--- config.mk ---
export PLATFORM = sky130hd
export DESIGN_NAME = dpf_pinmux
export DESIGN_NICKNAME = d
export VERILOG_FILES = /design/src/verilog/dpf_pkg.sv /design/src/verilog/dpf_fem.sv /design/src/verilog/dpf_pinmux.sv
export SDC_FILE = /design/constraint.sdc
export NUM_CORES = 1
export LEC_CHECK = 0
export BUFFER_PORTS_ARGS = -buffer_cell sky130_fd_sc_hd__buf_2
export CELL_PAD_IN_SITES_DETAIL_PLACEMENT = 0
export CELL_PAD_IN_SITES_GLOBAL_PLACEMENT = 1
export CORE_MARGIN = 8
export CORE_UTILIZATION = 31
export CTS_BUF_LIST = sky130_fd_sc_hd__clkbuf_8
export CTS_CLUSTER_SIZE = 40
export DETAILED_ROUTE_END_ITERATION = 6
export PLACE_DENSITY_LB_ADDON = 0.08
export SLEW_MARGIN = 20
export SYNTH_ARGS = -nofsm -noshare
export SYNTH_HDL_FRONTEND = slang
export SYNTH_HIERARCHICAL = 1
export SYNTH_SLANG_ARGS = --single-unit
--- constraint.sdc ---
create_clock -name CORE_CLK -period 0.9 [get_ports CORE_CLK]
set_input_delay 0.135 -clock CORE_CLK [delete_from_list [all_inputs] [get_ports CORE_CLK]]
set_output_delay 0.135 -clock CORE_CLK [all_outputs]
set_load 0.005 [all_outputs]
--- src/verilog/dpf_pkg.sv ---
// Purpose: Shared constants, types and decode functions for the dedicated pin control block.
// Assumes: One core clock; per-pin configuration arrives as flat vectors.
// Notes: Pin index 0..4 are the trace/fast SPI pins, 5..10 quad SPI, 11..12 two-wire.
`default_nettype none
package dpf_pkg;
  localparam int NPIN = 13;
  localparam int NSPIM = 5;
  localparam int NQSPI = 6;
  localparam int NTWI = 2;
  localparam int SPIM_LO = 0;
  localparam int QSPI_LO = 5;
  localparam int TWI_LO = 11;
  localparam int DRV_W = 4;
  localparam int SEL_W = 2;
  localparam int SPIM_MISO_IDX = 2;
  // Drive field codes of the per-pin configuration.
  localparam logic [3:0] DRV_STANDARD = 4'h0;
  localparam logic [3:0] DRV_HIGH = 4'h3;
  localparam logic [3:0] DRV_EXTRA_HIGH = 4'hB;
  // Core/peripheral select field codes.
  localparam logic [1:0] SEL_APP_CORE = 2'h0;
  localparam logic [1:0] SEL_NET_CORE = 2'h1;
  localparam logic [1:0] SEL_PERIPH = 2'h2;
  localparam logic [1:0] SEL_TRACE = 2'h3;
  localparam logic [NPIN-1:0] PIN_RESET = 13'h0000;
  localparam logic [NPIN-1:0] OE_N_RESET = 13'h1FFF;

  typedef enum logic [1:0] {FEM_SLEEP, FEM_TX, FEM_RX, FEM_BYPASS} dpf_fem_state_t;

  typedef struct packed {
    logic [NPIN-1:0] in_s1;
    logic [NPIN-1:0] in_s2;
    logic [NPIN-1:0] pin_out;
    logic [NPIN-1:0] pin_oe_n;
    logic [NPIN-1:0] high_drv;
    logic [NPIN-1:0] extra_drv;
    logic [NPIN-1:0] open_drain;
    logic [NPIN-1:0] unsupported;
    logic [NTWI-1:0] twi_in;
    logic [NQSPI-1:0] qspi_in;
    logic miso_in;
    logic spim_dedicated;
    logic variant_s1;
    logic variant_s2;
  } dpf_pin_st_t;

  typedef struct packed {
    dpf_fem_state_t state;
    logic pa_en;
    logic lna_en;
    logic pa_oe_n;
    logic lna_oe_n;
  } dpf_fem_st_t;

  function automatic logic is_extra(input logic [3:0] drv);
    return drv == DRV_EXTRA_HIGH;
  endfunction

  function automatic logic is_high(input logic [3:0] drv);
    return drv == DRV_HIGH;
  endfunction

  // Returns {lna_enable, pa_enable} for a front-end state.
  function automatic logic [1:0] fem_lines(input dpf_fem_state_t st);
    case (st)
      FEM_TX: return 2'h1;
      FEM_RX: return 2'h2;
      FEM_BYPASS: return 2'h3;
      default: return 2'h0;
    endcase
  endfunction
endpackage
`default_nettype wire

--- src/verilog/dpf_fem.sv ---
// Purpose: Front-end amplifier control lines, registered so both change on one edge.
// Assumes: The variant flag is already synchronised to the core clock.
// Notes: Without the front-end variant the two lines act as ordinary GPIO.
`default_nettype none
module dpf_fem (
  input wire logic clk,
  input wire logic rst_n,
  input wire logic variant,
  input wire logic [1:0] req_state,
  input wire logic [1:0] gpio_out,
  input wire logic [1:0] gpio_oe,
  output logic pa_en,
  output logic lna_en,
  output logic pa_oe_n,
  output logic lna_oe_n,
  output logic [1:0] state
);
  dpf_pkg::dpf_fem_st_t r;
  dpf_pkg::dpf_fem_st_t next_r;

  always_comb begin
    next_r = r;
    if (variant) begin
      // Lines are reserved for the front-end and always driven.
      next_r.state = dpf_pkg::dpf_fem_state_t'(req_state);
      {next_r.lna_en, next_r.pa_en} = dpf_pkg::fem_lines(next_r.state);
      next_r.pa_oe_n = 1'b0;
      next_r.lna_oe_n = 1'b0;
    end else begin
      next_r.state = dpf_pkg::FEM_SLEEP;
      next_r.pa_en = gpio_out[0];
      next_r.lna_en = gpio_out[1];
      next_r.pa_oe_n = ~gpio_oe[0];
      next_r.lna_oe_n = ~gpio_oe[1];
    end
  end

  // Both lines leave the same flop bank, so no mixed combination can appear mid-change.
  always_ff @(posedge clk or negedge rst_n) begin
    if (!rst_n) begin
      r.state <= dpf_pkg::FEM_SLEEP;
      r.pa_en <= 1'b0;
      r.lna_en <= 1'b0;
      r.pa_oe_n <= 1'b0;
      r.lna_oe_n <= 1'b0;
    end else begin
      r <= next_r;
    end
  end

  assign pa_en = r.pa_en;
  assign lna_en = r.lna_en;
  assign pa_oe_n = r.pa_oe_n;
  assign lna_oe_n = r.lna_oe_n;
  assign state = r.state;

  chk_fem_state_decode: assert property (@(posedge clk) disable iff (!rst_n)
    $past(variant) |-> (pa_en == ($past(req_state) == 2'h1 || $past(req_state) == 2'h3)
      && lna_en == ($past(req_state) == 2'h2 || $past(req_state) == 2'h3)))
    else $error("Front-end lines do not match the requested state.");

  chk_fem_reserved: assert property (@(posedge clk) disable iff (!rst_n)
    $past(variant) |-> !pa_oe_n && !lna_oe_n)
    else $error("Front-end lines not driven on the front-end variant.");

  chk_fem_reset_sleep: assert property (@(posedge clk)
    $rose(rst_n) |-> !pa_en && !lna_en && state == 2'h0)
    else $error("Front-end not in sleep after reset.");

  chk_fem_one_edge: assert property (@(posedge clk) disable iff (!rst_n)
    variant && $stable(req_state) && $past(variant) ##1 variant |-> $stable({pa_en, lna_en}))
    else $error("Front-end lines moved without a new request.");
endmodule
`default_nettype wire

--- src/verilog/dpf_pinmux.sv ---
// Purpose: Routes fast peripherals onto their dedicated pins and sets each pin's drive.
// Assumes: Configuration vectors are static or change on the core clock.
// Notes: Pin inputs pass two flops before use; all outputs are registered.
`default_nettype none
// What this block does
// - Extra-high drive on the two-wire pins enables the 20 mA open-drain driver.
// - Quad SPI runs only on port 0 pins 13-18, given via peripheral select.
// - Peripheral select on fast SPI pins overrides its pin-select, using dedicated pins.
// - On the front-end variant, port 1 pins 8 and 9 are amplifier enables.
// - Enable lines decode: both low sleep, PA transmit, LNA receive, both bypass.
// - With GPIOs at reset default, front-end sits in sleep.
module dpf_pinmux (
  input wire logic CORE_CLK,
  input wire logic RESET_N,
  input wire logic [51:0] CFG_DRIVE,
  input wire logic [25:0] CFG_SEL,
  input wire logic [12:0] GPIO_OUT,
  input wire logic [12:0] GPIO_OE,
  input wire logic [12:0] PIN_IN,
  input wire logic [4:0] SPIM_OUT,
  input wire logic [4:0] SPIM_OE,
  input wire logic [5:0] QSPI_OUT,
  input wire logic [5:0] QSPI_OE,
  input wire logic TWI_PSEL_FAST,
  input wire logic [1:0] TWI_OUT,
  input wire logic [3:0] TRACE_DATA,
  input wire logic TRACE_CLK,
  input wire logic FEM_VARIANT,
  input wire logic [1:0] FEM_REQ,
  input wire logic [1:0] FEM_GPIO_OUT,
  input wire logic [1:0] FEM_GPIO_OE,
  output logic [12:0] PIN_OUT,
  output logic [12:0] PIN_OE_N,
  output logic [12:0] PIN_HIGH_DRIVE,
  output logic [12:0] PIN_EXTRA_DRIVE,
  output logic [12:0] PIN_OPEN_DRAIN,
  output logic [12:0] PIN_DRIVE_UNSUPPORTED,
  output logic [1:0] TWI_IN,
  output logic [5:0] QSPI_IN,
  output logic SPIM_MISO_IN,
  output logic SPIM_DEDICATED,
  output logic POWER_AMP_ENABLE_LINE,
  output logic LOW_NOISE_AMP_ENABLE_LINE,
  output logic POWER_AMP_OE_N,
  output logic LOW_NOISE_AMP_OE_N,
  output logic [1:0] FEM_STATE
);
  dpf_pkg::dpf_pin_st_t r;
  dpf_pkg::dpf_pin_st_t next_r;
  logic [4:0] trace_vec;

  // Pin 0 carries trace data bit 3 and pin 4 the trace clock.
  assign trace_vec = {TRACE_CLK, TRACE_DATA[0], TRACE_DATA[1], TRACE_DATA[2], TRACE_DATA[3]};

  always_comb begin
    logic [3:0] drv;
    logic [1:0] sel;
    logic all_periph;
    drv = dpf_pkg::DRV_STANDARD;
    sel = dpf_pkg::SEL_APP_CORE;
    all_periph = 1'b1;
    next_r = r;
    next_r.in_s1 = PIN_IN;
    next_r.in_s2 = r.in_s1;
    next_r.variant_s1 = FEM_VARIANT;
    next_r.variant_s2 = r.variant_s1;
    for (int i = 0; i < dpf_pkg::NPIN; i++) begin
      drv = CFG_DRIVE[i*dpf_pkg::DRV_W +: dpf_pkg::DRV_W];
      next_r.pin_out[i] = GPIO_OUT[i];
      next_r.pin_oe_n[i] = ~GPIO_OE[i];
      next_r.high_drv[i] = dpf_pkg::is_high(drv);
      // Quad SPI pins have no extra-high driver; the request is flagged and dropped.
      if (i >= dpf_pkg::QSPI_LO && i < dpf_pkg::TWI_LO) begin
        next_r.extra_drv[i] = 1'b0;
        next_r.unsupported[i] = dpf_pkg::is_extra(drv);
      end else begin
        next_r.extra_drv[i] = dpf_pkg::is_extra(drv);
        next_r.unsupported[i] = 1'b0;
      end
      next_r.open_drain[i] = (i >= dpf_pkg::TWI_LO) && dpf_pkg::is_extra(drv);
    end
    for (int i = 0; i < dpf_pkg::NSPIM; i++) begin
      sel = CFG_SEL[(dpf_pkg::SPIM_LO + i)*dpf_pkg::SEL_W +: dpf_pkg::SEL_W];
      if (sel != dpf_pkg::SEL_PERIPH) begin
        all_periph = 1'b0;
      end
      if (sel == dpf_pkg::SEL_PERIPH) begin
        next_r.pin_out[dpf_pkg::SPIM_LO + i] = SPIM_OUT[i];
        next_r.pin_oe_n[dpf_pkg::SPIM_LO + i] = ~SPIM_OE[i];
      end else if (sel == dpf_pkg::SEL_TRACE) begin
        next_r.pin_out[dpf_pkg::SPIM_LO + i] = trace_vec[i];
        next_r.pin_oe_n[dpf_pkg::SPIM_LO + i] = 1'b0;
      end
    end
    next_r.spim_dedicated = all_periph;
    for (int i = 0; i < dpf_pkg::NQSPI; i++) begin
      sel = CFG_SEL[(dpf_pkg::QSPI_LO + i)*dpf_pkg::SEL_W +: dpf_pkg::SEL_W];
      if (sel == dpf_pkg::SEL_PERIPH) begin
        next_r.pin_out[dpf_pkg::QSPI_LO + i] = QSPI_OUT[i];
        next_r.pin_oe_n[dpf_pkg::QSPI_LO + i] = ~QSPI_OE[i];
      end
    end
    for (int i = 0; i < dpf_pkg::NTWI; i++) begin
      // With TWI_PSEL_FAST set, two-wire pins only pull low; a one releases the line.
      if (TWI_PSEL_FAST) begin
        next_r.pin_out[dpf_pkg::TWI_LO + i] = 1'b0;
        next_r.pin_oe_n[dpf_pkg::TWI_LO + i] = TWI_OUT[i];
      end
    end
    next_r.twi_in = r.in_s2[dpf_pkg::TWI_LO +: dpf_pkg::NTWI];
    next_r.qspi_in = r.in_s2[dpf_pkg::QSPI_LO +: dpf_pkg::NQSPI];
    next_r.miso_in = r.in_s2[dpf_pkg::SPIM_LO + dpf_pkg::SPIM_MISO_IDX];
  end

  always_ff @(posedge CORE_CLK or negedge RESET_N) begin
    if (!RESET_N) begin
      r <= '0;
      r.pin_oe_n <= dpf_pkg::OE_N_RESET;
      r.in_s1 <= dpf_pkg::PIN_RESET;
    end else begin
      r <= next_r;
    end
  end

  dpf_fem u_fem (
    .clk(CORE_CLK),
    .rst_n(RESET_N),
    .variant(r.variant_s2),
    .req_state(FEM_REQ),
    .gpio_out(FEM_GPIO_OUT),
    .gpio_oe(FEM_GPIO_OE),
    .pa_en(POWER_AMP_ENABLE_LINE),
    .lna_en(LOW_NOISE_AMP_ENABLE_LINE),
    .pa_oe_n(POWER_AMP_OE_N),
    .lna_oe_n(LOW_NOISE_AMP_OE_N),
    .state(FEM_STATE)
  );

  assign PIN_OUT = r.pin_out;
  assign PIN_OE_N = r.pin_oe_n;
  assign PIN_HIGH_DRIVE = r.high_drv;
  assign PIN_EXTRA_DRIVE = r.extra_drv;
  assign PIN_OPEN_DRAIN = r.open_drain;
  assign PIN_DRIVE_UNSUPPORTED = r.unsupported;
  assign TWI_IN = r.twi_in;
  assign QSPI_IN = r.qspi_in;
  assign SPIM_MISO_IN = r.miso_in;
  assign SPIM_DEDICATED = r.spim_dedicated;

  chk_twi_open_drain: assert property (@(posedge CORE_CLK) disable iff (!RESET_N)
    CFG_DRIVE[51:48] == dpf_pkg::DRV_EXTRA_HIGH |=> PIN_OPEN_DRAIN[12] && PIN_EXTRA_DRIVE[12])
    else $error("Two-wire pin lacks the open-drain extra-high driver.");

  chk_qspi_route: assert property (@(posedge CORE_CLK) disable iff (!RESET_N)
    CFG_SEL[11:10] == dpf_pkg::SEL_PERIPH |=> PIN_OUT[5] == $past(QSPI_OUT[0])
      && PIN_OE_N[5] == !$past(QSPI_OE[0]))
    else $error("Quad SPI data 0 not routed to its dedicated pin.");

  chk_spim_dedicated: assert property (@(posedge CORE_CLK) disable iff (!RESET_N)
    CFG_SEL[9:0] == 10'h2AA |=> SPIM_DEDICATED && PIN_OUT[4:0] == $past(SPIM_OUT))
    else $error("Fast SPI master not on its dedicated pins.");

  chk_qspi_no_extra: assert property (@(posedge CORE_CLK) disable iff (!RESET_N)
    CFG_DRIVE[23:20] == dpf_pkg::DRV_EXTRA_HIGH |=> !PIN_EXTRA_DRIVE[5] && PIN_DRIVE_UNSUPPORTED[5])
    else $error("Extra-high drive enabled on a quad SPI pin.");
endmodule
`default_nettype wire

# Word level (Yosys, flattened, before mapping)
# Cells that the tools add are included.
# word_totals
reg_bits,98
output_inout_bits,94
wordCells,138
# classes
n_eq_ne,50
muxes,43
bitwise_logic,26
# ops
op,n
$eq A4 B2 Y1 const B,13
$eq A4 B4 Y1 const B,13
$mux W1,41
$eq A2 B2 Y1 const B,18
$not A1 Y1,26
$ne A2 B2 Y1 const B,5
$mux W6,1
$pmux W2 S3,1
$eq A2 B1 Y1 const B,1

# Depth between registers and ports, before layout
# Gate-level depths: netlist of the first run.
# logic_depth
depth_word,6
depth_mapped,2

# Cells and area by module
# The synthesis of the first run kept the hierarchy.
# by_module_without_submodules
mod,instances,cells_per_inst,area_per_inst_um2,seq_area_each_um2
dpf_pinmux,1,259,3349.5,2068.2
dpf_fem,1,12,195.2,150.1

# Least setup slack after synthesis of the first run
# OpenSTA, ideal clock, no wires.
# synth_path
path_kind,reg-to-reg
start,register r[0] in the netlist's numbering
end,"register, netlist name u_fem/lna_en"
arrival_time_ps,716
required_time_ps,775
setup_slack_ps,59
path_stages_with_launch,2
n_path_buf,0
synth_period_minus_slack_ps,841
path_cell_list,dfrtp_1 > mux2_2
# synth_lines
element,line,rtl
"start, declared",dpf_pinmux.sv:48,dpf_pkg::dpf_pin_st_t r;
"start signal, assigned",dpf_pinmux.sv:121,r <= next_r;

# Worst setup path in the final report of the first run
# layout_path
start,"register r, in the netlist PIN_OE_N[3]"
end,output port PIN_OE_N[3]
# layout_lines
element,line,rtl
"end, declared",dpf_pinmux.sv:33,"output logic [12:0] PIN_OE_N,"
# No word-level cell between the ends.

==> results of run 1 <==
-- synth_stat cells --
master | count | area share, %
nand4bb_1 | 1 | 0.32
mux2i_1 | 11 | 3.1
nor3_1 | 13 | 1.8
dfstp_2 | 13 | 9.6
o22ai_1 | 5 | 0.88
dfrtp_1 | 75 | 53
mux2_2 | 8 | 2.5
nand2b_1 | 5 | 0.88
nor3b_1 | 13 | 2.8
buf_4 | 86 | 18
nor2_1 | 7 | 0.74
nand2_1 | 15 | 1.6
and2_2 | 2 | 0.42
nor2b_1 | 2 | 0.35
o21ai_0 | 2 | 0.28
conb_1 | 1 | 0.11
nor4_2 | 1 | 0.35
nor2b_4 | 6 | 2.3
a21oi_1 | 5 | 0.71
-- worst min-delay path by stage --
stage | end | start | cells after the start | slack, ns
after detailed placement | PIN_OUT[3]$_DFF_PN0_ | RESET_N | 1 | 0.03
after global routing | PIN_OE_N[6]$_DFF_PN1_ | CFG_SEL[12] | 3 | 0.01
after floorplan | PIN_DRIVE_UNSUPPORTED[10]$_DFF_PN0_ | RESET_N | 0 | -0.16
after global placement | PIN_OUT[3]$_DFF_PN0_ | RESET_N | 1 | 0.03
final | PIN_OUT[7]$_DFF_PN0_ | QSPI_OUT[2] | 2 | 0.02
after CTS | PIN_OUT[10]$_DFF_PN0_ | GPIO_OUT[10] | 2 | 0.0004
-- power by group --
part / internal, mW / switching [mW]
clock: 1.56 / 1.39
combinational: 0.801 / 0.468
sequential: 4.18 / 0.0549
-- area by class of cell --
type	count	area share, %
clock buffer	9	2.22
sequential	88	39.8
timing repair buffer	315	39.3
clock inverter	7	1.73
multi-input combinational	120	13.8
tap	143	3.21
-- sequential cells by signal, indices dropped and copies added, names as in the netlist --
signal	count
next_r	19
PIN_HIGH_DRIVE	13
PIN_OE_N	13
PIN_OUT	13
PIN_DRIVE_UNSUPPORTED	6
QSPI_IN	6
PIN_EXTRA_DRIVE	5
PIN_OPEN_DRAIN	2
TWI_IN	2
u_fem/state	2
SPIM_DEDICATED	1
SPIM_MISO_IN	1
r	1
u_fem/lna_en	1
u_fem/lna_oe_n	1
u_fem/pa_en	1
u_fem/pa_oe_n	1
-- metrics by stage --
stage	power, mW	hold WS (ns)	worst slack (ns)	instance area, um^2	utilization (%)
after floorplan	4.80	-0.161	0.0593	3630	-
after global placement	5.20	0.0270	0.0272	4340	38.5
after detailed placement	5.22	0.0299	0.0103	4340	38.5
after CTS	8.62	0.000400	-0.238	5550	49.2
after global routing	8.90	0.0132	-0.244	5580	49.5
final	8.45	0.0225	-0.200	5580	49.5
-- timing repair --
item	in CTS	in global routing
pin swaps	0	2
endpoints found under the setup margin	71	71
endpoints found under the hold margin	141	0
resized for setup	12	7
hold buffers	91	0
setup buffers	2	0
-- logic make-up (layout without fill, tap and decap cells) --
kind of cell | Yosys count | count (layout)
other | 1 | 24
AO/OA/AOI/OAI | 12 | 12
flip-flops | 88 | 88
AND/OR/NAND/NOR | 65 | 65
multiplexers | 19 | 19
buffers and inverters | 86 | 331
-- layer usage --
| metal | vias to the layer above | part of all wire (%) | wire length (um) |
|---|---|---|---|
| met5 | - | 0 | 0 |
| met4 | 0 | 1.8 | 166 |
| met3 | 11 | 10 | 984 |
| met2 | 131 | 52 | 4930 |
| met1 | 1192 | 36 | 3350 |
| li1 | 1303 | - | - |
==> metrics, run 1 <==
PD cells between 1500 and 2000 nW/um^2; critical path's top delay family flip-flops; clock root cell clkbuf_8; met1 Use GR around an eighth; Worst EP required roughly 0.76 ns; CTS H-Tree Depth 3; maximum clock rate just over 900 MHz; compound-gate portion of the synthesized area between 1.5 and 2%; antenna-violating nets left 0; reg-to-reg endpoint u_fem/pa_en$_DFF_PN0_; CP Cell Sequence buf_6; Skew-Pair Late Insertion Delay 0.34 ns; ANT cells 0; Starting Density around a third; post-synthesis sequential area ratio a little over three fifths; vias per inst between 3 and 4; Syn Area/Cell 13.1 um^2; Adder-Cell Fraction of Synth Area 0%; leakage roughly 2.9 nW; grt peak-use layer met2; Clock transition at path regs around 0.080 ns; Worst Skew between 0.002 and 0.0025 ns; crit end category output pin; GPL Wtd Cong between 0.7 and 0.8; maximum vdd drop ~0.00095 V; Num CTS Buffers 9; Mapped Area 3540 um^2; Final WS setup -0.200 ns; layout cell share with drive strength beyond 1 approximately half; die area ~15000 um^2; min Tclk post-route about 1.1 ns; vias in the first global route roughly 3100; register area around 2200 um^2; max-cap violations 0; gr ovfl total 0; final hold violation count 0; Layout Area Growth over Synthesis 57.3%; FILL cells approximately 1000; final non-filler cell total between 600 and 700; RSZ-0062 raised after global routing true; crit path buf inv count 1; IO Port Bufs 217; # DRC 0; Netlist cell types 19; largest family of logic cells by synthesized area buffers and inverters; Gate Count Post-Synth 271; initial drt markers between 60 and 70; RR Startpoint r[0]$_DFF_PN0_; hpwl dp slightly above 7 mm; routing usage on met2 21.6%; routed length per placed instance around 14 um; fin nets slightly below 700; Post-Route WL around 9.4 mm; CTS tree yes; M3 GR Usage around 3.8%; reg-to-reg slack, setup roughly 0.050 ns; Chip Height approximately 120 um; Placed Instances about 570; Worst Path Max Fanout 1; CP max stage delay 0.53 ns; Arr. time, crit path just under 1 ns; XOR/XNOR Fraction of Synth Area 0%; initial antenna violation count 0; FF-to-FF path depth 1; Synth Area in Simple Gates between 10% and 20%; Fin Setup TNS -6.53 ns; yosys warns 6; Clock Sinks slightly below 90; footprint of the multi-input gates ~770 um^2; commonest non-fill, non-tap cell in the layout buf_2; gr usage total around an eighth; Setup CP Type reg2out; DRT Pass-1 Iters 4; crit start category flop; status finished with violations; critical path's slowest cell dfstp_2; fin crit share 122%; failing checks setup timing; die width 123 um; flops & latches, synth 88; row count 39; IO Count 250; via count 2637; largest net degree at the start of global routing 20; Levels on crit path 1; Clock Tree Buf Depth 2; worst setup path endpoint PIN_OE_N[3]; first-pass GRT wire length approximately 15 mm; core footprint between 10000 and 15000 um^2; # setup viols final 70; Tightest Hold Check Type in2reg; most frequent cells in the layout 200 x buf_2, 89 x dlygate4sd3_1, 75 x dfrtp_1; beginning of the critical path PIN_OE_N[3]$_DFF_PN1_; mux cell area share after synthesis under 10%; fin. max-slew vios 0
Power figures use the tool's default switching activity.
==> inputs of run 2 (changes only) <==
CAP_MARGIN = 10   (was not set)
SKIP_CTS_REPAIR_TIMING = 1   (was not set)
==> metrics, run 2 (synthesis gave the netlist of run 1 again) <==
max reg flops 19; Hold WS 0.00736 ns; CP max stage delay around 0.53 ns; fin. max-slew vios 0; Levels on crit path 1; ANT cells 0; gr ovfl total 0; Skew-Pair Late Insertion Delay 0.34 ns; Worst Skew 0.00200 ns; GPL Wtd Cong roughly 0.76; post-route core utilization 47.4%; DRT Pass-1 Iters 4; FF-to-FF path depth 1; Logic pwr share about 14%; CTS tree yes; gr usage total 11.0%; most frequent cells in the layout 202 x buf_2, 74 x dfrtp_1, 70 x dlygate4sd3_1; critical path's slowest cell dfstp_2; beginning of the critical path PIN_OE_N[3]$_DFF_PN1_; Worst Path Max Fanout 1; IO Port Bufs 217; Clock Sinks slightly below 90; Final WS setup -0.201 ns; row count 39; FILL cells approximately 1000; vias in the first global route approximately 2600; Worst EP required between 0.7 and 0.8 ns; via count 2555; Switch Pwr 1.89 mW; critical path's top delay family flip-flops; Placement Setup Slack around 0.010 ns; Num CTS Buffers 9; CTS H-Tree Depth 3; initial drt markers between 70 and 80; Arr. time, crit path 0.97 ns; clock root cell clkbuf_8; crit end category output pin; min Tclk post-route 1.10 ns; Clk network pwr share between 30% and 40%; status finished with violations; Pint ~6.5 mW; final hold violation count 0; reg-to-reg endpoint u_fem/pa_en$_DFF_PN0_; first-pass GRT wire length between 10 and 15 mm; final non-filler cell total 660; fin crit share 122%; initial antenna violation count 0; max-cap violations 0; Layout Area Growth over Synthesis 50.8%; die width ~120 um; antenna-violating nets left 0; Post-Route WL between 9 and 10 mm; Clock Tree Buf Depth 2; hpwl dp ~7.2 mm; # setup viols final 70; maximum clock rate 908 MHz; largest net degree at the start of global routing 20; failing checks setup timing; routed length per placed instance around 14 um; RR Startpoint r[0]$_DFF_PN0_; Fin Setup TNS -6.60 ns; core footprint between 10000 and 15000 um^2; layout cell share with drive strength beyond 1 a little over half; Tightest Hold Check Type in2reg; vias per inst between 3 and 4; # DRC 0; fin nets approximately 670; footprint of the multi-input gates about 770 um^2; crit path buf inv count 1; Setup CP Type reg2out; RSZ-0062 raised after global routing true; commonest non-fill, non-tap cell in the layout buf_2; sw frac ~23%; leakage between 2 and 3 nW; Starting Density a little under a third; maximum vdd drop approximately 0.00095 V; worst setup path endpoint PIN_OE_N[3]; CP Cell Sequence buf_6; IO Count 250; reg-to-reg slack, setup approximately 0.04 ns; crit start category flop; Clock transition at path regs approximately 0.080 ns; Placed Instances approximately 570; Sequential Power Share between 50 and 60%; register area 2220 um^2; Chip Height around 120 um; die area approximately 15000 um^2; PD cells approximately 1600 nW/um^2
==> run 2: cell types whose count changed in the layout (fill, tap and decap cells not counted), sizes merged <==
cell / before / now
buf: 224 / 223
dlymetal6s4s: 2 / 0
dlygate4sd3: 89 / 70
==> run 2: how the worst min path moves through the flow <==
stage / start / endpoint / slack, ns / cells after the start
after floorplan: RESET_N / PIN_DRIVE_UNSUPPORTED[10]$_DFF_PN0_ / -0.16 / 0
after global placement: RESET_N / PIN_OUT[3]$_DFF_PN0_ / 0.03 / 1
after detailed placement: RESET_N / PIN_OUT[3]$_DFF_PN0_ / 0.03 / 1
after CTS: RESET_N / PIN_OUT[3]$_DFF_PN0_ / -0.36 / 1
after global routing: QSPI_OUT[3] / PIN_OUT[8]$_DFF_PN0_ / 0.001 / 2
final: CFG_SEL[1] / PIN_OUT[0]$_DFF_PN0_ / 0.007 / 2
==> run 2: through the flow <==
| step | total power, mW | instance area (um^2) |
|---|---|---|
| floorplan | 4.80 | 3630 |
| global placement | 5.20 | 4340 |
| detailed placement | 5.22 | 4340 |
| CTS | 8.25 | 4560 |
| global route | 8.82 | 5350 |
| finish | 8.37 | 5350 |
==> run 2: routing by layer <==
layer  wire [um]  vias to the layer above  part of all wire (%)  GRT usage (%)
li1            -                     1258                     -              -
met1        3280                     1153                    36           12.1
met2        4660                      132                    51           17.9
met3         974                       12                    11           4.20
met4         191                        0                   2.1           6.25
met5           0                        -                     0              0
==> run 2: area by class of cell <==
cell class | instances | area share (%)
flip-flops and latches | 88 | 41.5
repair buffers | 293 | 36.7
multi-input cells | 120 | 14.3
well taps | 143 | 3.35
clock buffers | 9 | 2.32
clock inverters | 7 | 1.80
==> run 2: power groups by stage <==
| stage | combinational, mW | sequential [mW] | clock [mW] |
|---|---|---|---|
| 3_3_place_gp | 0.899 | 4.30 | 0 |
| 2_1_floorplan | 0.499 | 4.30 | 0 |
| 4_1_cts | 0.914 | 4.23 | 3.11 |
| 5_1_grt | 1.32 | 4.26 | 3.24 |
| 3_5_place_dp | 0.912 | 4.30 | 0 |
| 6_report | 1.18 | 4.24 | 2.95 |
